## config.mk

```make
export PLATFORM = sky130hd
export DESIGN_NAME = aod_overrange
export DESIGN_NICKNAME = d
export VERILOG_FILES = /design/src/hdl/aod_fifo.v /design/src/hdl/aod_overrange.v
export VERILOG_INCLUDE_DIRS = /design/src /design/src/hdl
export SDC_FILE = /design/constraint.sdc
export NUM_CORES = 1
export LEC_CHECK = 0
export ABC_CLOCK_PERIOD_IN_PS = 10900
export BUFFER_PORTS_ARGS = -buffer_cell sky130_fd_sc_hd__clkbuf_2
export CAP_MARGIN = 5
export CORE_MARGIN = 2
export CORE_UTILIZATION = 40
export DETAILED_ROUTE_END_ITERATION = 7
export PLACE_DENSITY = 0.58
export SLEW_MARGIN = 20
export SYNTH_ARGS = -nofsm -noshare
export SYNTH_HDL_FRONTEND = slang
export SYNTH_SLANG_ARGS = --single-unit
```

## constraint.sdc

```tcl
create_clock -name sys_clk -period 10.9 [get_ports sys_clk]
set_input_delay 0.545 -clock sys_clk [delete_from_list [all_inputs] [get_ports sys_clk]]
set_output_delay 0.545 -clock sys_clk [all_outputs]
set_load 0.005 [all_outputs]
```

## src/hdl/aod_map.vh

```
`ifndef AOD_MAP_VH
`define AOD_MAP_VH

// sample and threshold geometry
`define AOD_SMP_W        12
`define AOD_MAG_W        11
`define AOD_THR_W        8
`define AOD_THR_LSB      3
`define AOD_MOST_NEG     12'h800
`define AOD_MAG_SAT      11'h7ff

// flag pulse length: base shifted left by the 3-bit select
`define AOD_PULSE_BASE   11'h008
`define AOD_PULSE_W      11
`define AOD_SEL_W        3

// embedded monitoring window, counted in samples
`define AOD_WIN_W        9
`define AOD_WIN_ONE      9'h001

// output format codes
`define AOD_FMT_W        5
`define AOD_FMT_REAL     5'h09
`define AOD_FMT_CPLX_LO  5'h0a
`define AOD_FMT_CPLX_HI  5'h10
`define AOD_FMT_CPLX_NOT 5'h0c

// output word and buffer
`define AOD_DEC_W        16
`define AOD_FIFO_W       32
`define AOD_FIFO_D       32
`define AOD_FIFO_AW      5
`define AOD_FIFO_SLACK   6'h1d

`endif

```

## src/hdl/aod_fifo.v

```verilog
// the output buffer module sits in aod_overrange.v beside its only user

```

## src/hdl/aod_overrange.v

```verilog
// How it works
// - samples arrive as signed twos complement, -2048 to +2047
// - dual mode one sample per clock; single mode rise and fall lanes
// - magnitude of each sample, upper 8 bits compared to two thresholds
// - both channels share the same two threshold settings
// - magnitude of -2048 saturates to 2047, upper bits read 255
// - flag is 1 when upper magnitude bits reach threshold, else 0
// - two flag outputs per channel, index 0 first, index 1 second
// - flag held 8 shifted by 3-bit select cycles after last event
// - only decimating formats embed overrange status into samples
// - complex: I carries first status LSB, Q carries second status LSB
// - real: even samples carry first status, odd carry second status
// - embedded bit set if channel reached threshold within the window
// - window 2^(sel+1) samples real format 9, 2^sel complex 10-16 not 12
// - foreground calibration stops sampling; background keeps converting
`timescale 1ns/1ps
`include "aod_map.vh"
module aod_overrange
(
   input  wire        sys_clk,             // 200 MHz device clock
   input  wire        rst_n,               // sync reset, active low
   input  wire        single_chan_mode,    // 1 = single-channel mode
   input  wire        fg_cal_busy,         // foreground calibration active
   input  wire [7:0]  first_limit_level,   // first threshold
   input  wire [7:0]  second_limit_level,  // second threshold
   input  wire [2:0]  hold_period_select,  // pulse and window select
   input  wire [4:0]  link_format_select,  // output format code
   input  wire        smp_valid,           // core samples present
   input  wire [11:0] smp_a,               // core a sample (rise lane)
   input  wire [11:0] smp_b,               // core b sample (fall lane)
   input  wire        dec_valid,           // decimated word pair present
   output reg         dec_ready_ff,        // room for decimated words
   input  wire        dec_is_q,            // word pair is a Q sample
   input  wire [15:0] dec_a,               // channel a output word
   input  wire [15:0] dec_b,               // channel b output word
   output reg         chan_a_flag_first,   // channel a, first threshold
   output reg         chan_a_flag_second,  // channel a, second threshold
   output reg         chan_b_flag_first,   // channel b, first threshold
   output reg         chan_b_flag_second,  // channel b, second threshold
   output wire        out_valid,           // output word pair present
   input  wire        out_ready,           // downstream takes word pair
   output wire [31:0] out_data             // {channel a, channel b}
);

   // format decode
   wire fmt_real;
   wire fmt_cplx;
   wire fmt_embed;

   assign fmt_real  = (link_format_select == `AOD_FMT_REAL);
   assign fmt_cplx  = (link_format_select >= `AOD_FMT_CPLX_LO) &&
                      (link_format_select <= `AOD_FMT_CPLX_HI) &&
                      (link_format_select != `AOD_FMT_CPLX_NOT);
   assign fmt_embed = fmt_real || fmt_cplx;

   // sample capture
   // in single mode lane a holds the rising-edge sample and lane b
   // the falling-edge sample, so two samples land per clock
   reg                     smp_v_ff;
   reg  [`AOD_SMP_W-1:0]   smp_a_ff;
   reg  [`AOD_SMP_W-1:0]   smp_b_ff;

   always @(posedge sys_clk)
   begin
      if (!rst_n)
      begin
         smp_v_ff <= 1'b0;
         smp_a_ff <= 12'h000;
         smp_b_ff <= 12'h000;
      end
      else
      begin
         // foreground calibration takes the cores offline
         smp_v_ff <= smp_valid && !fg_cal_busy;
         smp_a_ff <= smp_a;
         smp_b_ff <= smp_b;
      end
   end

   // magnitude and compare, one generate entry per lane/threshold
   // entry bit 1 = lane (0 a, 1 b), bit 0 = threshold (0 first)
   reg  [3:0]             hit_ff;
   reg                    hit_v_ff;
   wire [3:0]             nxt_hit;
   wire [3:0]             nxt_flag;
   wire [3:0]             emb_st;
   wire [`AOD_WIN_W-1:0]  win_len;
   reg  [`AOD_WIN_W-1:0]  win_cnt_ff;
   wire                   win_end;
   wire [`AOD_PULSE_W-1:0] pulse_len;

   // the complex window is half the real one for the same select
   assign win_len = fmt_real ?
                    (`AOD_WIN_ONE << ({1'b0, hold_period_select} + 4'h1)) :
                    (`AOD_WIN_ONE << hold_period_select);
   // at or past the end, so a shorter window after a select change closes
   assign win_end = (win_cnt_ff >= win_len - `AOD_WIN_ONE);
   assign pulse_len = `AOD_PULSE_BASE << hold_period_select;

   genvar gi;
   generate
      for (gi = 0; gi < 4; gi = gi + 1)
      begin : g_chk
         wire [`AOD_SMP_W-1:0] s;
         wire [`AOD_SMP_W-1:0] neg;
         wire [`AOD_MAG_W-1:0] mag;
         wire [`AOD_THR_W-1:0] upper;
         wire [`AOD_THR_W-1:0] thr;
         reg  [`AOD_PULSE_W-1:0] cnt_ff;
         reg                   acc_ff;
         reg                   emb_bit_ff;

         assign s   = (gi >= 2) ? smp_b_ff : smp_a_ff;
         assign neg = (~s) + 12'h001;
         // most negative code has no positive twin: saturate
         assign mag = (s == `AOD_MOST_NEG) ? `AOD_MAG_SAT :
                      (s[`AOD_SMP_W-1] ? neg[`AOD_MAG_W-1:0] :
                       s[`AOD_MAG_W-1:0]);
         assign upper = mag[`AOD_MAG_W-1:`AOD_THR_LSB];
         // one pair of limits serves both lanes
         assign thr = (gi % 2 == 1) ? second_limit_level :
                                      first_limit_level;
         assign nxt_hit[gi] = smp_v_ff && (upper >= thr);

         // pulse counter reloads on every hit
         always @(posedge sys_clk)
         begin
            if (!rst_n)
               cnt_ff <= 11'h000;
            else if (hit_ff[gi])
               cnt_ff <= pulse_len - 11'h001;
            else if (cnt_ff != 11'h000)
               cnt_ff <= cnt_ff - 11'h001;
         end
         assign nxt_flag[gi] = hit_ff[gi] ||
                               (cnt_ff != 11'h000);
         assign emb_st[gi]   = emb_bit_ff;

         // window accumulator; a hit in the closing cycle is kept
         always @(posedge sys_clk)
         begin
            if (!rst_n)
            begin
               acc_ff     <= 1'b0;
               emb_bit_ff <= 1'b0;
            end
            else if (hit_v_ff)
            begin
               if (win_end)
               begin
                  emb_bit_ff <= acc_ff || hit_ff[gi];
                  acc_ff     <= 1'b0;
               end
               else
                  acc_ff <= acc_ff || hit_ff[gi];
            end
         end
      end
   endgenerate

   always @(posedge sys_clk)
   begin
      if (!rst_n)
      begin
         hit_ff   <= 4'h0;
         hit_v_ff <= 1'b0;
      end
      else
      begin
         hit_ff   <= nxt_hit;
         hit_v_ff <= smp_v_ff;
      end
   end

   // samples counted once for both lanes; resets on format change
   reg [`AOD_FMT_W-1:0] fmt_last_ff;

   always @(posedge sys_clk)
   begin
      if (!rst_n)
      begin
         win_cnt_ff  <= 9'h000;
         fmt_last_ff <= 5'h00;
      end
      else
      begin
         fmt_last_ff <= link_format_select;
         if (fmt_last_ff != link_format_select)
            win_cnt_ff <= 9'h000;
         else if (hit_v_ff)
            win_cnt_ff <= win_end ? 9'h000 :
                          (win_cnt_ff + `AOD_WIN_ONE);
      end
   end

   // flag pins; single mode needs the monitor to OR lanes a and b
   always @(posedge sys_clk)
   begin
      if (!rst_n)
      begin
         chan_a_flag_first  <= 1'b0;
         chan_a_flag_second <= 1'b0;
         chan_b_flag_first  <= 1'b0;
         chan_b_flag_second <= 1'b0;
      end
      else
      begin
         chan_a_flag_first  <= nxt_flag[0];
         chan_a_flag_second <= nxt_flag[1];
         chan_b_flag_first  <= nxt_flag[2];
         chan_b_flag_second <= nxt_flag[3];
      end
   end

   // output words, optional status embedding
   reg                    odd_ff;
   reg                    stg_v_ff;
   reg  [`AOD_FIFO_W-1:0] stg_d_ff;
   wire                   sel_second;
   wire                   bit_a;
   wire                   bit_b;
   wire [`AOD_DEC_W-1:0]  word_a;
   wire [`AOD_DEC_W-1:0]  word_b;
   wire                   take;
   wire                   fifo_in_ready;
   wire [`AOD_FIFO_AW:0]  fifo_level;

   assign take = dec_valid && dec_ready_ff;
   // complex picks by I/Q, real by sample parity
   assign sel_second = fmt_cplx ? dec_is_q : odd_ff;
   assign bit_a = sel_second ? emb_st[1] : emb_st[0];
   assign bit_b = sel_second ? emb_st[3] : emb_st[2];
   assign word_a = fmt_embed ? {dec_a[`AOD_DEC_W-1:1], bit_a} :
                               dec_a;
   assign word_b = fmt_embed ? {dec_b[`AOD_DEC_W-1:1], bit_b} :
                               dec_b;

   always @(posedge sys_clk)
   begin
      if (!rst_n)
         odd_ff <= 1'b0;
      else if (!fmt_real)
         odd_ff <= 1'b0;
      else if (take)
         odd_ff <= ~odd_ff;
   end

   // ready is registered, so it lags the buffer by a cycle; the
   // slack keeps the staging word from ever being stuck
   always @(posedge sys_clk)
   begin
      if (!rst_n)
      begin
         dec_ready_ff <= 1'b0;
         stg_v_ff     <= 1'b0;
         stg_d_ff     <= 32'h0000_0000;
      end
      else
      begin
         dec_ready_ff <= (fifo_level < `AOD_FIFO_SLACK);
         if (take)
         begin
            stg_v_ff <= 1'b1;
            stg_d_ff <= {word_a, word_b};
         end
         else if (fifo_in_ready)
            stg_v_ff <= 1'b0;
      end
   end

   aod_fifo
   #(
      .W  (`AOD_FIFO_W),
      .D  (`AOD_FIFO_D),
      .AW (`AOD_FIFO_AW)
   )
   u_fifo
   (
      .sys_clk   (sys_clk),
      .rst_n     (rst_n),
      .in_valid  (stg_v_ff),
      .in_ready  (fifo_in_ready),
      .in_data   (stg_d_ff),
      .out_valid (out_valid),
      .out_ready (out_ready),
      .out_data  (out_data),
      .level     (fifo_level)
   );

endmodule

module aod_fifo
#(
   parameter W  = 32,
   parameter D  = 32,
   parameter AW = 5
)
(
   input  wire          sys_clk,    // clock
   input  wire          rst_n,      // sync reset
   input  wire          in_valid,   // write request
   output wire          in_ready,   // room in store
   input  wire [W-1:0]  in_data,    // write word
   output reg           out_valid,  // head word present
   input  wire          out_ready,  // consumer takes head
   output reg  [W-1:0]  out_data,   // head word
   output wire [AW:0]   level       // words in store
);
   localparam [AW-1:0] PTR_ONE = {{(AW-1){1'b0}}, 1'b1};
   localparam [AW:0]   CNT_ONE = {{AW{1'b0}}, 1'b1};
   reg  [W-1:0] mem [0:D-1];
   reg  [AW-1:0] wr_ptr_ff;
   reg  [AW-1:0] rd_ptr_ff;
   reg  [AW:0]   cnt_ff;
   wire          push;
   wire          pop;

   assign in_ready = (cnt_ff != D[AW:0]);
   assign push     = in_valid && in_ready;
   // head register refills whenever it is empty or being taken
   assign pop      = (cnt_ff != {(AW+1){1'b0}}) && (!out_valid || out_ready);
   assign level    = cnt_ff;

   always @(posedge sys_clk)
   begin
      if (push)
      begin
         mem[wr_ptr_ff] <= in_data;
      end
   end

   always @(posedge sys_clk)
   begin
      if (!rst_n)
      begin
         wr_ptr_ff <= {AW{1'b0}};
         rd_ptr_ff <= {AW{1'b0}};
         cnt_ff    <= {(AW+1){1'b0}};
         out_valid <= 1'b0;
         out_data  <= {W{1'b0}};
      end
      else
      begin
         if (push)
            wr_ptr_ff <= wr_ptr_ff + PTR_ONE;
         if (pop)
         begin
            rd_ptr_ff <= rd_ptr_ff + PTR_ONE;
            out_data  <= mem[rd_ptr_ff];
            out_valid <= 1'b1;
         end
         else if (out_ready)
            out_valid <= 1'b0;
         if (push && !pop)
            cnt_ff <= cnt_ff + CNT_ONE;
         else if (pop && !push)
            cnt_ff <= cnt_ff - CNT_ONE;
      end
   end
endmodule

```

==> summary by stage <==
Power
The combinational power share is 19.4%. The register share of total power is 46.5%. Of the total power, the share spent switching nets is 27.7%. The internal cell power is between 8 and 9 mW.

The total power density per cell area is 218 nW/um^2. IR analysis of the VDD net gives a maximum drop of 0.241 mV. For this design the static power due to leakage is 17.9 nW. The net load switching power is 3.29 mW. Of the total power, the clock network draws 34.0%.

Synth
A synthesized cell averages 16.7 um^2. Counting distinct cell types in the post-synthesis netlist gives 69. edfxtp_1 is the most common cell in the netlist.

The library cell with the largest summed area after synthesis is edfxtp_1. In the synthesized netlist, the cells that appear most often are edfxtp_1, mux2i_1, dfxtp_1, nand2_1, mux4_2. Of the post-synthesis cell area, the dominant cell type holds 64.2%. The count of flip-flops with a built-in enable after synthesis is 1024. The flop and latch count out of synthesis is 1208.

After synthesis the cells add up to between 40000 and 50000 um^2. Summing the sequential cell areas from Yosys gives 71.9% of the chip area. By area the synthesized netlist is led by edfxtp_1, dfxtp_1, mux4_2, mux2i_1, ha_1. The count of synthesis-stage warnings from yosys is 0. The cell count after synthesis is 2863. Of all flip-flops after synthesis, the portion carrying an async set or reset was 0%. The most common flop cell mapped by yosys is edfxtp_1. The number of nets in the synthesized netlist is between 3000 and 4000.

CTS
Counting the buffers created by CTS gives 119. The clock passes through at most 3 buffers. The root buffer cell chosen for the clock tree is clkbuf_16.

The later pin in the worst-skew pair is clocked with a latency of 0.70 ns. The clock edge transition at the registers on the reported setup and hold paths is 0.06 ns. The H-tree was split into 3 levels. The number of gates given a new drive strength after cts is 0. Clock tree synthesis found a total of 1208 sinks. TritonCTS built the clock tree.

Placement
The half-perimeter wire length after placement is between 60 and 70 mm. Input and output buffers added on the ports amount to 124. The congestion estimate from routability-driven global placement came to between 0.7 and 0.8. The post-detailed-placement cell area is 50600 um^2.

Floorplan
The die boundary width is 350 um. The floorplan core area is 118000 um^2. The chip height is 350 um. Pin placement for this block handled 126 I/O pins. Once the floorplan was initialized, standard cells occupied around two fifths of the core. The site row count is 126. The die covers 122000 um^2.

Timing
The count of endpoints failing setup in the final report is 0. The worst path in the final design needs a cycle of ~4.3 ns, including I/O delays and setup. Static timing analysis puts the maximum clock frequency at 0.231 GHz. After layout, the worst path uses slightly below 40% of the clock period. The measured slew at the worst slew-check pin is 1.17 ns. The final hold violation count is 0. Setup repair after global routing left no endpoint under its margin. Clock skew on the completed layout was measured at 0.0298 ns.

The worst slew margin relative to its limit is 22.1%. The final max-slew violation count is 0. Adding up every negative setup slack in the final design gives 0 ns.

Critical path
The cell with the biggest individual delay on the critical path is dfxtp_4. The worst setup path is of the reg -> reg kind. The critical path goes through buf_4, nand3_2, buf_4, o22ai_1, a2111oi_0, o31ai_1. The highest cell delay on the worst timing path is 1.09 ns. The worst reg2reg path depth is 6. The most frequent cell on the critical path is buf_4.

The highest net fanout along the worst path is 56. STA puts the critical path data required time at about 12 ns. The data arrival time of the worst path is 4.94 ns. The worst setup path is captured at a register. The startpoint kind of the worst setup timing path is a register.

Drt
Summed over all layers, the routed wires come to 125 mm. The detailed router's first-iteration violation count is ~2700. The average routed wire per standard cell is 26.5 um. The post-route antenna net violation count is 0. After detailed routing, the number of vias per cell comes to 5.63.

The first-pass detailed-route iteration total is 7. The DRC violations left is 0. Summing over every cut layer, the via total after detailed routing is roughly 27000.

Finish
The number of filler instances in the final layout is around 10000. The antenna cell count is 0. The area growth from synthesis to layout is 13.8%. Once layout is done, the placed cells without fillers occupy 54500 um^2. The number of nets at the end of the flow is roughly 3200.

Summing all multi-input logic gate instances after layout gives about 13000 um^2. Cells with a size suffix above 1 make up between 10% and 20% of the layout. The combined flip-flop and latch cell area is between 30000 and 40000 um^2.

Global route
The initial antenna violation count is 3. The total global routing overflow is 0. Entering global routing, the biggest net connects 98 pins.

The global-route wire length before repair is ~180 mm. The total routing usage reported by global routing is 20.4%. The via count of the first global-routing pass is 27200.

Status
The run finished with clean final reports.

Hold path
The worst hold path was traced through 2 stages. The worst hold-check path type is in -> reg.

Job
The number of violations of the max-capacitance limit is 0.
==> per-stage QoR <==
| step | utilization [%] | worst slack [ns] | total power [mW] | hold WS (ns) | std cells |
|---|---|---|---|---|---|
| floorplan | - | 7.02 | 7.18 | 0.438 | 2863 |
| global placement | 42.7 | 6.63 | 7.89 | 0.448 | 4490 |
| detailed placement | 42.7 | 6.55 | 7.96 | 0.457 | 4490 |
| CTS | 46.0 | 6.50 | 12.0 | 0.0165 | 4714 |
| global route | 46.0 | 6.41 | 12.4 | 0.0386 | 4714 |
| finish | 46.0 | 6.56 | 11.9 | 0.0590 | 4714 |
==> cells in the final DEF (no fill, tap or decap), drive strengths merged, types with 50 or more instances in the layout <==
| cell | netlist | layout |
|---|---|---|
| dfxtp | 184 | 184 |
| edfxtp | 1024 | 1024 |
| nor2 | 156 | 156 |
| ha | 64 | 64 |
| buf | 63 | 59 |
| mux2i | 202 | 202 |
| mux4 | 160 | 160 |
| a21oi | 91 | 91 |
| nand2 | 172 | 172 |
| inv | 44 | 50 |
| o22ai | 58 | 58 |
| clkbuf | 93 | 303 |
==> registers in the layout (all words and copies together), names as in the netlist <==
| name | cells |
|---|---|
| u_fifo.wr_ptr_ff | 5 |
| stg_v_ff | 1 |
| u_fifo.rd_ptr_ff | 5 |
| g_chk.emb_bit_ff | 4 |
| chan_a_flag_first | 1 |
| u_fifo.out_data | 32 |
| u_fifo.mem | 1024 |
| chan_b_flag_second | 1 |
| hit_ff | 4 |
| g_chk.cnt_ff | 44 |
| u_fifo.out_valid | 1 |
| smp_v_ff | 1 |
| fmt_last_ff | 5 |
| stg_d_ff | 32 |
| odd_ff | 1 |
| g_chk.s | 24 |
| dec_ready_ff | 1 |
| win_cnt_ff | 9 |
| g_chk.acc_ff | 4 |
| chan_b_flag_first | 1 |
| chan_a_flag_second | 1 |
| hit_v_ff | 1 |
| u_fifo.level | 6 |
==> kinds of logic after synthesis <==
kind of cell             count (synthesis)  share of synthesized area, %
flip-flops                            1208                          71.9
AND/OR/NAND/NOR                        524                          5.27
AO/OA/AOI/OAI                          442                          6.47
multiplexers                           367                          11.9
buffers and inverters                  201                          1.75
adder cells (fa/ha/maj)                 65                          1.71
XOR/XNOR                                56                          1.02
==> power groups by stage <==
stage | logic, mW | registers (mW) | clock network, mW
2_1_floorplan | 1.74 | 5.44 | 0
3_3_place_gp | 2.28 | 5.61 | 0
3_5_place_dp | 2.33 | 5.64 | 0
4_1_cts | 2.34 | 5.54 | 4.12
5_1_grt | 2.50 | 5.56 | 4.30
6_report | 2.31 | 5.54 | 4.05
==> final timing paths <==
path | from | endpoint | slack, ns
max reg2reg | u_fifo.rd_ptr_ff[1] | u_fifo.out_data[21] | 6.56
min | smp_a[0] | g_chk[0].s[0] | 0.06
min reg2reg | g_chk[1].acc_ff | g_chk[1].acc_ff | 0.48
max | u_fifo.rd_ptr_ff[1] | u_fifo.out_data[21] | 6.56
==> repair_timing <==
action | in CTS | in global routing
endpoints found under the hold margin | 1 | 0
buffers inserted | 0 | 0
hold buffers | 1 | 0
setup endpoints to repair | 0 | 0
==> critical path, delay by kind of cell (launching register included) <==
family                 cells  cell delay [ns]
AO/OA/AOI/OAI              3             0.65
buffers and inverters      2             1.51
flip-flops                 1             1.09
AND/OR/NAND/NOR            1             0.92
==> per-layer routing <==
metal / vias to the layer above / wire, um / part of all wire (%) / track usage, %
li1: 11700 / - / - / -
met5: - / 27 / 0.022 / 0
met4: 4 / 3100 / 2.5 / 6.10
met1: 13800 / 52000 / 42 / 26.8
met2: 917 / 61700 / 49 / 34.6
met3: 185 / 8150 / 6.5 / 3.34
==> final cells by class <==
class	count	area share, %
Sequential cell	1208	63.2
Multi-Input combinational cell	1454	23.6
Clock buffer	179	6.40
Tap cell	1600	3.67
Timing Repair Buffer	184	1.99
Clock inverter	44	0.755
Inverter	45	0.312
Power figures use the tool's default switching activity.
